$ cat config.mk
export PLATFORM = sky130hd
export DESIGN_NAME = timer2_capture_reload_baud
export DESIGN_NICKNAME = d
export VERILOG_FILES = /design/src/timer2_pkg.sv /design/src/timer2_capture_reload_baud.sv
export SDC_FILE = /design/constraint.sdc
export NUM_CORES = 1
export LEC_CHECK = 0
export BUFFER_PORTS_ARGS = -buffer_cell sky130_fd_sc_hd__buf_4
export CAP_MARGIN = 10
export CELL_PAD_IN_SITES_DETAIL_PLACEMENT = 0
export CELL_PAD_IN_SITES_GLOBAL_PLACEMENT = 1
export CORE_ASPECT_RATIO = 1.25
export CORE_MARGIN = 3
export CORE_UTILIZATION = 46
export CTS_CLUSTER_DIAMETER = 50
export CTS_CLUSTER_SIZE = 30
export DETAILED_ROUTE_END_ITERATION = 10
export GPL_ROUTABILITY_DRIVEN = 0
export PLACE_DENSITY = 0.94
export SYNTH_ARGS = -nofsm -noshare
export SYNTH_HDL_FRONTEND = slang
export SYNTH_SLANG_ARGS = --single-unit
$ cat constraint.sdc
create_clock -name aclk -period 4.8 [get_ports aclk]
set_input_delay 0.96 -clock aclk [delete_from_list [all_inputs] [get_ports aclk]]
set_output_delay 0.96 -clock aclk [all_outputs]
set_load 0.03 [all_outputs]
$ cat src/timer2_pkg.sv
// Package: register map, field positions, reset values and divider counts of the timer block
package timer2_pkg;

	// Register byte addresses on the AXI4-Lite bus
	localparam logic [7:0] CTRL_OFFSET = 8'hc8;
	localparam logic [7:0] MODE_OFFSET = 8'hcc;
	localparam logic [7:0] CAPTURE_OFFSET = 8'hd0;
	localparam logic [7:0] COUNT_OFFSET = 8'hd4;
	localparam logic [7:0] CLOCK_CONTROL_OFFSET = 8'hd8;

	// timer_two_control fields
	localparam int OVERFLOW_FLAG_BIT = 7;
	localparam int EXT_EVENT_FLAG_BIT = 6;
	localparam int RX_BAUD_SOURCE_BIT = 5;
	localparam int TX_BAUD_SOURCE_BIT = 4;
	localparam int EXT_PIN_ENABLE_BIT = 3;
	localparam int RUN_CONTROL_BIT = 2;
	localparam int COUNT_SOURCE_BIT = 1;
	localparam int CAPTURE_RELOAD_BIT = 0;

	// Mode register fields
	localparam int CAPTURE_CLEAR_BIT = 3;
	localparam int DOWN_COUNT_BIT = 0;

	// Clock control register field
	localparam int TICK_RATE_BIT = 5;

	// Values after reset
	localparam logic [7:0] CTRL_RESET = 8'h00;
	localparam logic [7:0] MODE_RESET = 8'h00;
	localparam logic [7:0] CLOCK_CONTROL_RESET = 8'h00;
	localparam logic [15:0] CAPTURE_RESET = 16'h0000;
	localparam logic [15:0] COUNT_RESET = 16'h0000;

	// Core clocks per count step
	localparam logic [3:0] BAUD_DIV = 4'h2;
	localparam logic [3:0] FAST_DIV = 4'h4;
	localparam logic [3:0] SLOW_DIV = 4'hc;

	localparam logic [1:0] RESP_OKAY = 2'h0;
	localparam logic [1:0] RESP_SLVERR = 2'h2;

	typedef struct packed {
		logic [7:0] ctrl;
		logic [7:0] mode;
		logic [7:0] clkctl;
		logic [15:0] capture;
		logic [15:0] count;
		logic [3:0] prescale;
		logic [2:0] trig_sync;
		logic trig_level;
		logic [2:0] cnt_sync;
		logic cnt_level;
		logic awready;
		logic bvalid;
		logic [1:0] bresp;
		logic arready;
		logic rvalid;
		logic [1:0] rresp;
		logic [31:0] rdata;
		logic rx_tick;
		logic tx_tick;
		logic irq;
	} state_t;

endpackage : timer2_pkg

$ cat src/timer2_capture_reload_baud.sv
// Timer two: 16-bit capture, auto-reload and baud generator with an AXI4-Lite register slave
//
// Function
// - Rollover sets overflow flag, bit 7
// - Down count reaching capture value sets overflow
// - Overflow flag set only when baud selects zero
// - Only software clears overflow; software may set
// - External flag bit 6 set by edge/overflow
// - Overflow or external flag requests timer interrupt
// - Bit 5 picks receive baud source
// - Bit 4 picks transmit baud source
// - Either baud select forces baud generator mode
// - Trigger edge acts only if enabled, not baud
// - Run bit 2 starts/stops; count holds
// - Baud mode advances every 2 clocks
// - Bit 1 picks internal clock or pin edges
// - Baud mode ignores capture select, reloads always
// - Reload select: reload on overflow or edge
// - Capture select: edge copies count to capture
// - Capture copies low and high bytes
// - Reload value is the 16-bit capture pair
// - Down enable with trigger level sets direction
// - Capture clear resets count while capturing
//
// Chosen here: the AXI4-Lite slave port.
`timescale 1ns/1ps
module timer2_capture_reload_baud
	import timer2_pkg::*;
(
	input wire logic aclk,
	input wire logic aresetn,
	input wire logic [7:0] awaddr,
	input wire logic awvalid,
	output logic awready,
	input wire logic [31:0] wdata,
	input wire logic [3:0] wstrb,
	input wire logic wvalid,
	output logic wready,
	output logic [1:0] bresp,
	output logic bvalid,
	input wire logic bready,
	input wire logic [7:0] araddr,
	input wire logic arvalid,
	output logic arready,
	output logic [31:0] rdata,
	output logic [1:0] rresp,
	output logic rvalid,
	input wire logic rready,
	input wire logic ext_trigger_pin,
	input wire logic count_input_pin,
	output logic rx_baud_tick,
	output logic tx_baud_tick,
	output logic timer_irq
);

	state_t s;
	state_t next_s;

	logic baud_mode;
	logic run;
	logic cap_sel;
	logic ext_en;
	logic down_count_enable;
	logic use_pin;
	logic [3:0] div_end;
	logic trig_fall;
	logic cnt_fall;
	logic count_tick;
	logic down_mode;
	logic up_wrap;
	logic down_match;
	logic ext_action;
	logic cap_event;
	logic reload_event;
	logic wr_hit;
	logic wr_ctrl;
	logic wr_count;
	logic wr_capture;

	function automatic logic [7:0] merge8(input logic [7:0] old, input logic [7:0] nw,
		input logic strb);
		merge8 = strb ? nw : old;
	endfunction : merge8

	assign baud_mode = s.ctrl[RX_BAUD_SOURCE_BIT] | s.ctrl[TX_BAUD_SOURCE_BIT];
	assign run = s.ctrl[RUN_CONTROL_BIT];
	assign cap_sel = s.ctrl[CAPTURE_RELOAD_BIT] & ~baud_mode;
	assign ext_en = s.ctrl[EXT_PIN_ENABLE_BIT];
	assign down_count_enable = s.mode[DOWN_COUNT_BIT];
	assign use_pin = ~baud_mode & s.ctrl[COUNT_SOURCE_BIT];
	assign div_end = baud_mode ? BAUD_DIV : (s.clkctl[TICK_RATE_BIT] ? FAST_DIV : SLOW_DIV);

	// Edge counts once the second and third stages agree on the new level
	assign trig_fall = s.trig_level & (s.trig_sync[1] == s.trig_sync[2]) & ~s.trig_sync[2];
	assign cnt_fall = s.cnt_level & (s.cnt_sync[1] == s.cnt_sync[2]) & ~s.cnt_sync[2];

	assign count_tick = run & (use_pin ? cnt_fall : (s.prescale == div_end - 4'h1));
	assign down_mode = ~baud_mode & ~cap_sel & down_count_enable & ~s.trig_level;
	assign up_wrap = count_tick & ~down_mode & (s.count == 16'hffff);
	assign down_match = count_tick & down_mode & (s.count == s.capture);
	assign ext_action = trig_fall & ext_en & ~baud_mode;
	assign cap_event = ext_action & cap_sel;
	assign reload_event = ext_action & ~cap_sel & ~down_count_enable;

	assign wr_hit = s.awready & awvalid & wvalid;
	assign wr_ctrl = wr_hit & (awaddr == CTRL_OFFSET) & wstrb[0];
	assign wr_count = wr_hit & (awaddr == COUNT_OFFSET) & (|wstrb[1:0]);
	assign wr_capture = wr_hit & (awaddr == CAPTURE_OFFSET) & (|wstrb[1:0]);

	always_comb
	begin
		logic tf_set;
		logic ex_set;
		logic [15:0] cnt;
		logic [15:0] cap;
		logic [7:0] ctl;
		next_s = s;
		tf_set = 1'b0;
		ex_set = 1'b0;
		cnt = s.count;
		cap = s.capture;
		ctl = s.ctrl;

		next_s.trig_sync = {s.trig_sync[1:0], ext_trigger_pin};
		next_s.cnt_sync = {s.cnt_sync[1:0], count_input_pin};
		if (s.trig_sync[1] == s.trig_sync[2])
		begin
			next_s.trig_level = s.trig_sync[2];
		end
		if (s.cnt_sync[1] == s.cnt_sync[2])
		begin
			next_s.cnt_level = s.cnt_sync[2];
		end

		// Prescaler runs only with run set; a stopped timer restarts a full step later
		if (!run || use_pin || count_tick)
		begin
			next_s.prescale = 4'h0;
		end
		else
		begin
			next_s.prescale = s.prescale + 4'h1;
		end

		if (down_match)
		begin
			cnt = 16'hffff;
			tf_set = 1'b1;
		end
		else if (up_wrap)
		begin
			cnt = cap_sel ? 16'h0000 : s.capture;
			tf_set = 1'b1;
		end
		else if (count_tick)
		begin
			cnt = down_mode ? s.count - 16'h0001 : s.count + 16'h0001;
		end
		if ((up_wrap || down_match) && down_count_enable && !cap_sel && !baud_mode)
		begin
			ex_set = 1'b1;
		end

		if (cap_event)
		begin
			cap = s.count;
			ex_set = 1'b1;
			if (s.mode[CAPTURE_CLEAR_BIT])
			begin
				cnt = 16'h0000;
			end
		end
		else if (reload_event)
		begin
			cnt = s.capture;
			ex_set = 1'b1;
		end
		tf_set = tf_set & ~baud_mode;

		// Software writes; hardware set wins over a same-cycle clear
		ctl = wr_ctrl ? wdata[7:0] : s.ctrl;
		ctl[OVERFLOW_FLAG_BIT] = ctl[OVERFLOW_FLAG_BIT] | tf_set;
		ctl[EXT_EVENT_FLAG_BIT] = ctl[EXT_EVENT_FLAG_BIT] | ex_set;
		next_s.ctrl = ctl;
		if (wr_count)
		begin
			cnt = {merge8(s.count[15:8], wdata[15:8], wstrb[1]),
				merge8(s.count[7:0], wdata[7:0], wstrb[0])};
		end
		if (wr_capture && !cap_event)
		begin
			cap = {merge8(s.capture[15:8], wdata[15:8], wstrb[1]),
				merge8(s.capture[7:0], wdata[7:0], wstrb[0])};
		end
		if (wr_hit && awaddr == MODE_OFFSET && wstrb[0])
		begin
			next_s.mode = wdata[7:0];
		end
		if (wr_hit && awaddr == CLOCK_CONTROL_OFFSET && wstrb[0])
		begin
			next_s.clkctl = wdata[7:0];
		end
		next_s.count = cnt;
		next_s.capture = cap;

		// Overflow in baud mode steps the selected serial time bases
		next_s.rx_tick = up_wrap & baud_mode & s.ctrl[RX_BAUD_SOURCE_BIT];
		next_s.tx_tick = up_wrap & baud_mode & s.ctrl[TX_BAUD_SOURCE_BIT];
		next_s.irq = ctl[OVERFLOW_FLAG_BIT] | ctl[EXT_EVENT_FLAG_BIT];

		// Write channel: address and data taken together, response follows
		next_s.awready = 1'b0;
		if (!s.awready && !s.bvalid && awvalid && wvalid)
		begin
			next_s.awready = 1'b1;
		end
		if (wr_hit)
		begin
			next_s.bvalid = 1'b1;
			unique case (awaddr)
				CTRL_OFFSET, MODE_OFFSET, CAPTURE_OFFSET, COUNT_OFFSET,
				CLOCK_CONTROL_OFFSET: next_s.bresp = RESP_OKAY;
				default: next_s.bresp = RESP_SLVERR;
			endcase
		end
		else if (s.bvalid && bready)
		begin
			next_s.bvalid = 1'b0;
		end

		// Read channel
		next_s.arready = 1'b0;
		if (!s.arready && !s.rvalid && arvalid)
		begin
			next_s.arready = 1'b1;
		end
		if (s.arready && arvalid)
		begin
			next_s.rvalid = 1'b1;
			next_s.rresp = RESP_OKAY;
			unique case (araddr)
				CTRL_OFFSET: next_s.rdata = {24'h000000, s.ctrl};
				MODE_OFFSET: next_s.rdata = {24'h000000, s.mode};
				CAPTURE_OFFSET: next_s.rdata = {16'h0000, s.capture};
				COUNT_OFFSET: next_s.rdata = {16'h0000, s.count};
				CLOCK_CONTROL_OFFSET: next_s.rdata = {24'h000000, s.clkctl};
				default:
				begin
					next_s.rdata = 32'h00000000;
					next_s.rresp = RESP_SLVERR;
				end
			endcase
		end
		else if (s.rvalid && rready)
		begin
			next_s.rvalid = 1'b0;
		end
	end

	always_ff @(posedge aclk)
	begin
		if (!aresetn)
		begin
			s <= '0;
			s.ctrl <= CTRL_RESET;
			s.mode <= MODE_RESET;
			s.clkctl <= CLOCK_CONTROL_RESET;
			s.capture <= CAPTURE_RESET;
			s.count <= COUNT_RESET;
			s.trig_sync <= 3'h7;
			s.trig_level <= 1'b1;
			s.cnt_sync <= 3'h7;
			s.cnt_level <= 1'b1;
		end
		else
		begin
			s <= next_s;
		end
	end

	assign awready = s.awready;
	assign wready = s.awready;
	assign bvalid = s.bvalid;
	assign bresp = s.bresp;
	assign arready = s.arready;
	assign rvalid = s.rvalid;
	assign rresp = s.rresp;
	assign rdata = s.rdata;
	assign rx_baud_tick = s.rx_tick;
	assign tx_baud_tick = s.tx_tick;
	assign timer_irq = s.irq;
endmodule : timer2_capture_reload_baud

### After elaboration in Yosys (flattened, before gate mapping)

Index checks and enable logic that the tools add are counted.

| storage, ports and cells | value |
|---|---|
| logic and storage cells | 156 |
| register bits | 111 |
| input port bits | 61 |
| output and inout bits | 44 |

| operators by class | value |
|---|---|
| add/sub/neg operators | 4 |
| equal/unequal tests | 19 |
| reductions and logical operators | 36 |
| bitwise operators | 43 |
| muxes and demuxes | 31 |

Operator list:

| operator | count |
|---|---|
| $mux W16 | 11 |
| $eq A8 B8 Y1 const B | 10 |
| $pmux W16 S5 | 1 |
| $and A1 B1 Y1 | 31 |
| $mux W8 | 3 |
| $add A16 B1 Y16 const B | 1 |
| $eq A16 B16 Y1 | 1 |
| $eq A16 B16 Y1 const B | 1 |
| $logic_and A1 B1 Y1 | 16 |
| $sub A16 B1 Y16 const B | 1 |
| $mux W1 | 12 |
| $reduce_or A5 Y1 | 2 |
| $logic_not A1 Y1 | 8 |
| $mux W4 | 2 |
| $ne A2 B2 Y1 const B | 4 |
| $not A1 Y1 | 8 |
| $reduce_bool A2 Y1 | 3 |
| $add A4 B1 Y4 const B | 1 |
| $eq A4 B4 Y1 | 1 |
| $mux W2 | 2 |
| $or A1 B1 Y1 | 4 |
| $reduce_and A2 Y1 | 2 |
| $reduce_or A2 Y1 | 2 |
| $sub A4 B1 Y4 const B | 1 |
| other kinds (2) | 5 |

### Longest topological paths before layout

| depth | value |
|---|---|
| depth in word-level cells | 19 |
| mapped depth | 13 |
| depth with buffers taken out | 11 |

### Worst setup path after synthesis

No wires, ideal clock.

| timing path | value |
|---|---|
| path kind | reg-to-reg |
| from | register s[108] (netlist name) |
| to | register s[67] (netlist name) |
| setup time | 0.079 ns |
| data required time | 4.721 ns |
| period minus slack after synthesis | 3.093 ns |
| slack | 1.707 ns |
| cell stages (with the launch flop) | 14 |
| data arrival time | 3.014 ns |
| buffers on the path | 2 |
| path through | dfxtp_1 or2_1 buf_6 or3_1 buf_6 inv_1 fa_1 a211oi_1 o21a_1 or3_1 a211oi_1 nor3_1 nand3b_1 a211oi_2 |

| between the ends | value |
|---|---|
| word-level cells in the longest chain between the ends | 15 |
| elaborated cells on any way between the ends | 31 |
| classes of those cells | add/sub: 1; eq/ne: 1; mux: 11; bitwise: 18 |

RTL lines:

| element | line | source |
|---|---|---|
| start: declaration | timer2_capture_reload_baud.sv:56 | `state_t s;` |
| start signal: assignment | timer2_capture_reload_baud.sv:277 | `s <= next_s;` |
| $or A1 B1 Y1 (*) | timer2_capture_reload_baud.sv:85 | `assign baud_mode = s.ctrl[RX_BAUD_SOURCE_BIT] \| s.ctrl[TX_BAUD_SOURCE_BIT];` |
| branches (longest 12 deep; another with $sub A4 B1 Y4) | -- |  |
| $mux W16 (*) | timer2_capture_reload_baud.sv:164 | `if (cap_event)` |
| $mux W16 (*) | timer2_capture_reload_baud.sv:185 | `if (wr_count)` |

Every way passes the cells marked *.
A chain may end at the register's enable or synchronous reset.

### Worst setup path after layout

Ends and elaborated chain as after synthesis.

==> metrics.md <==
| Metric | Value |
|---|---|
| Status | `finished clean` |
| # fillers | `1214` |
| DRC violations left | `0` |
| Seq cells post-synth | `93` |
| Global route total overflow | `0` |
| Final wirelength | `16170 µm` |
| RSZ-0062 raised after global routing | `false` |
| Vias in the first global route | `5064` |
| Max VDD drop | `0.1795 mV` |
| Syn avg cell area | `8.719 µm²` |
| Starting Density | `0.4715` |
| Final period util | `0.7897` |
| H-tree depth | `3` |
| Largest net degree at the start of global routing | `57` |
| Fraction of final layout cells with drive strength greater than 1 | `0.1867` |
| CP required | `5.06 ns` |
| Distinct cells, synth | `72` |
| Root buffer cell | `clkbuf_16` |
| CP arrival | `4.05 ns` |
| Worst-Skew Late Latency | `0.34 ns` |
| Post-synth top flop | `dfxtp_1` |
| Slew Viols, Final | `0` |
| Post-CTS Setup Bufs | `0` |
| GRT Resource Usage Total | `0.2212` |
| First-pass detailed-route iteration total | `5` |
| CP bufs+invs | `1` |
| Clock Path Buffers | `2` |
| Wirelength per Cell | `18.15 µm` |
| CP most frequent cell | `or3_1` |
| Critical Path Sink Type | `flop` |
| Post-synthesis sequential area ratio | `0.3090` |
| Area grow syn2layout | `10.63%` |
| Critical-path cell list | `or2_1 -> or3_1 -> inv_1 -> ha_1 -> o21ai_0 -> o21a_1 -> or3_1 -> a211oi_1 -> nor3_1 -> nand3b_1 -> a211oi_2` |
| XOR/XNOR Fraction of Synth Area | `0.04341` |
| Die Width | `108.4 µm` |
| Initial antenna violation count | `0` |
| Num CTS Buffers | `9` |
| Initial detailed-routing violation count | `516` |
| Placeable Area | `12780 µm²` |
| Compound-Gate Fraction of Synth Area | `0.2152` |
| Post-DRT Antenna Nets | `0` |
| Vias per cell | `6.004` |
| IO Pins | `105` |
| Placement row count | `46` |
| Cts hold-fix bufs | `0` |
| Die span in y | `134.0 µm` |
| Mux contribution to synthesized area | `0.1209` |
| Delay-heaviest family, CP | `simple AND/OR/NAND/NOR gates` |
| TritonCTS clock tree | `built` |
| YS warnings | `0` |
| Post-synthesis simple-gate area fraction | `0.1946` |
| Adder-Cell Fraction of Synth Area | `0.03448` |
| CP max stage cell | `or3_1` |
| Setup tns final | `0 ns` |
| Relative slew slack | `0.3011` |
| CP peak stage delay | `0.55 ns` |
| Worst hold-check path type | `flop to flop` |
| # setup viols final | `0` |
| Clk_skew | `0.007344 ns` |
| Fmax | `263.8 MHz` |
| Clock sink count | `93` |
| Vias | `5350` |
| WS Path Type | `flop to flop` |
| Mapped cell area | `6025 µm²` |
| Footprint of the multi-input gates | `3740 µm²` |
| Post-synth ARST share | `0` |
| Seq. cell area | `1862 µm²` |
| Tmin final | `3.791 ns` |
| Post-cts sizing count | `0` |
| Pin slew with the least headroom to its limit | `1.048 ns` |
| PwrDens | `237.1 nW/µm²` |
| First-pass GRT wire length | `25880 µm` |
| Largest family of logic cells by synthesized area | `compound AO/OA/AOI/OAI gates` |
| HPWL Detailed | `11740 µm` |
| Final hold vios | `0` |
| Leakage | `2.626 nW` |
| N_diodes | `0` |
| Worst setup SP type | `flop` |
| Mapped Cells | `691` |
| Clock slew seen by the registers of the worst setup and hold paths | `0.06 ns` |
| Die area | `14510 µm²` |
| MaxCap Viol Count | `0` |
| IO buf count | `68` |
| Total Power | `1.580 mW` |
| Largest fanout on the critical path | `15` |
| Number of synthesized flops with an enable pin | `0` |
| Post-layout nets | `796` |
==> registers in the layout, indices dropped and copies added, names as in the netlist <==
register,flops
run,1
tx_baud_tick,1
rresp,1
down_count_enable,1
next_s,4
bvalid,1
rdata,16
timer_irq,1
bresp,1
rx_baud_tick,1
rvalid,1
arready,1
ext_en,1
awready,1
s,61
==> cells in the mapped netlist (7+ instances only) <==
cell	instances	area share
nand4_1	9	0.0093
xor2_1	7	0.010
ha_1	15	0.031
a221o_1	7	0.012
a31oi_1	12	0.012
nand3_1	13	0.011
buf_2	8	0.0066
a222oi_1	8	0.013
a21oi_1	48	0.040
clkbuf_1	17	0.011
nor2_1	81	0.050
inv_1	8	0.0050
nor3_1	11	0.0091
o21ai_0	33	0.027
nand2_1	50	0.031
mux2i_1	57	0.095
a211oi_1	27	0.034
and3_1	8	0.0083
xnor2_1	21	0.031
mux2_2	14	0.026
dfxtp_1	93	0.31
buf_4	39	0.049
nand2b_1	9	0.0093
==> cells by family after synthesis <==
| group | count (synthesis) |
|---|---|
| and+or+nand+nor | 221 |
| AOI/OAI and AO/OA | 179 |
| DFF | 93 |
| buffers and inverters | 81 |
| muxes | 71 |
| xor gates and xnor gates | 29 |
| adders and majority gates | 16 |
| other | 1 |
==> through the flow <==
stage          std cells  setup WS, ns  area (µm²)  hold slack (ns)  utilization
6_report             891         1.009        6665           0.4121       0.5216
5_1_grt              891        0.7029        6665           0.4256       0.5216
4_1_cts              890         1.029        6658           0.4170       0.5211
3_5_place_dp         875         1.073        6382           0.3979       0.4995
3_3_place_gp         875         1.148        6382           0.3927       0.4995
2_1_floorplan        708         1.707        6088           0.3863            -
==> path summary, 6_finish.rpt <==
check             startpoint    endpoint  slack [ns]  cells past startpoint
hold / removal    next_s[49]  next_s[50]        0.41                      1
setup reg to reg      s[108]       s[67]        1.01                     11
hold reg to reg   next_s[49]  next_s[50]        0.41                      1
setup / recovery      s[108]       s[67]        1.01                     11
==> layout make-up <==
type                            instances  share of cell area
Clock buffer                           10             0.03586
Clock inverter                          5            0.005444
Inverter                                8            0.004505
Multi-Input combinational cell        534              0.5611
Sequential cell                        93              0.2793
Tap cell                              168             0.03154
Timing Repair Buffer                   73             0.08222
==> layer usage <==
| metal | vias up | GRT usage | part of all wire |
|---|---|---|---|
| li1 | 2541 | - | - |
| met1 | 2534 | 0.2814 | 0.42 |
| met2 | 230 | 0.3734 | 0.49 |
| met3 | 45 | 0.03130 | 0.059 |
| met4 | 0 | 0.09193 | 0.032 |
| met5 | - | 0 | 0 |
==> placed cells by master, fill, tap and decap left out, drive strengths merged, types with 10 or more instances in the layout <==
cell / n
buf: 73
a21oi: 49
ha: 15
nor3: 14
nand2: 54
nor2: 83
a211oi: 28
o21ai: 33
xnor2: 22
mux2i: 57
nand3: 13
a31oi: 12
clkbuf: 10
nand4: 10
conb: 18
mux2: 14
dfxtp: 93
==> power by group <==
group          leakage [nW]  switching (mW)  internal (mW)
Combinational          1.74          0.0851         0.0482
Clock                 0.139           0.300          0.364
Sequential            0.751         0.00441          0.779
Power figures use the tool's default switching activity.
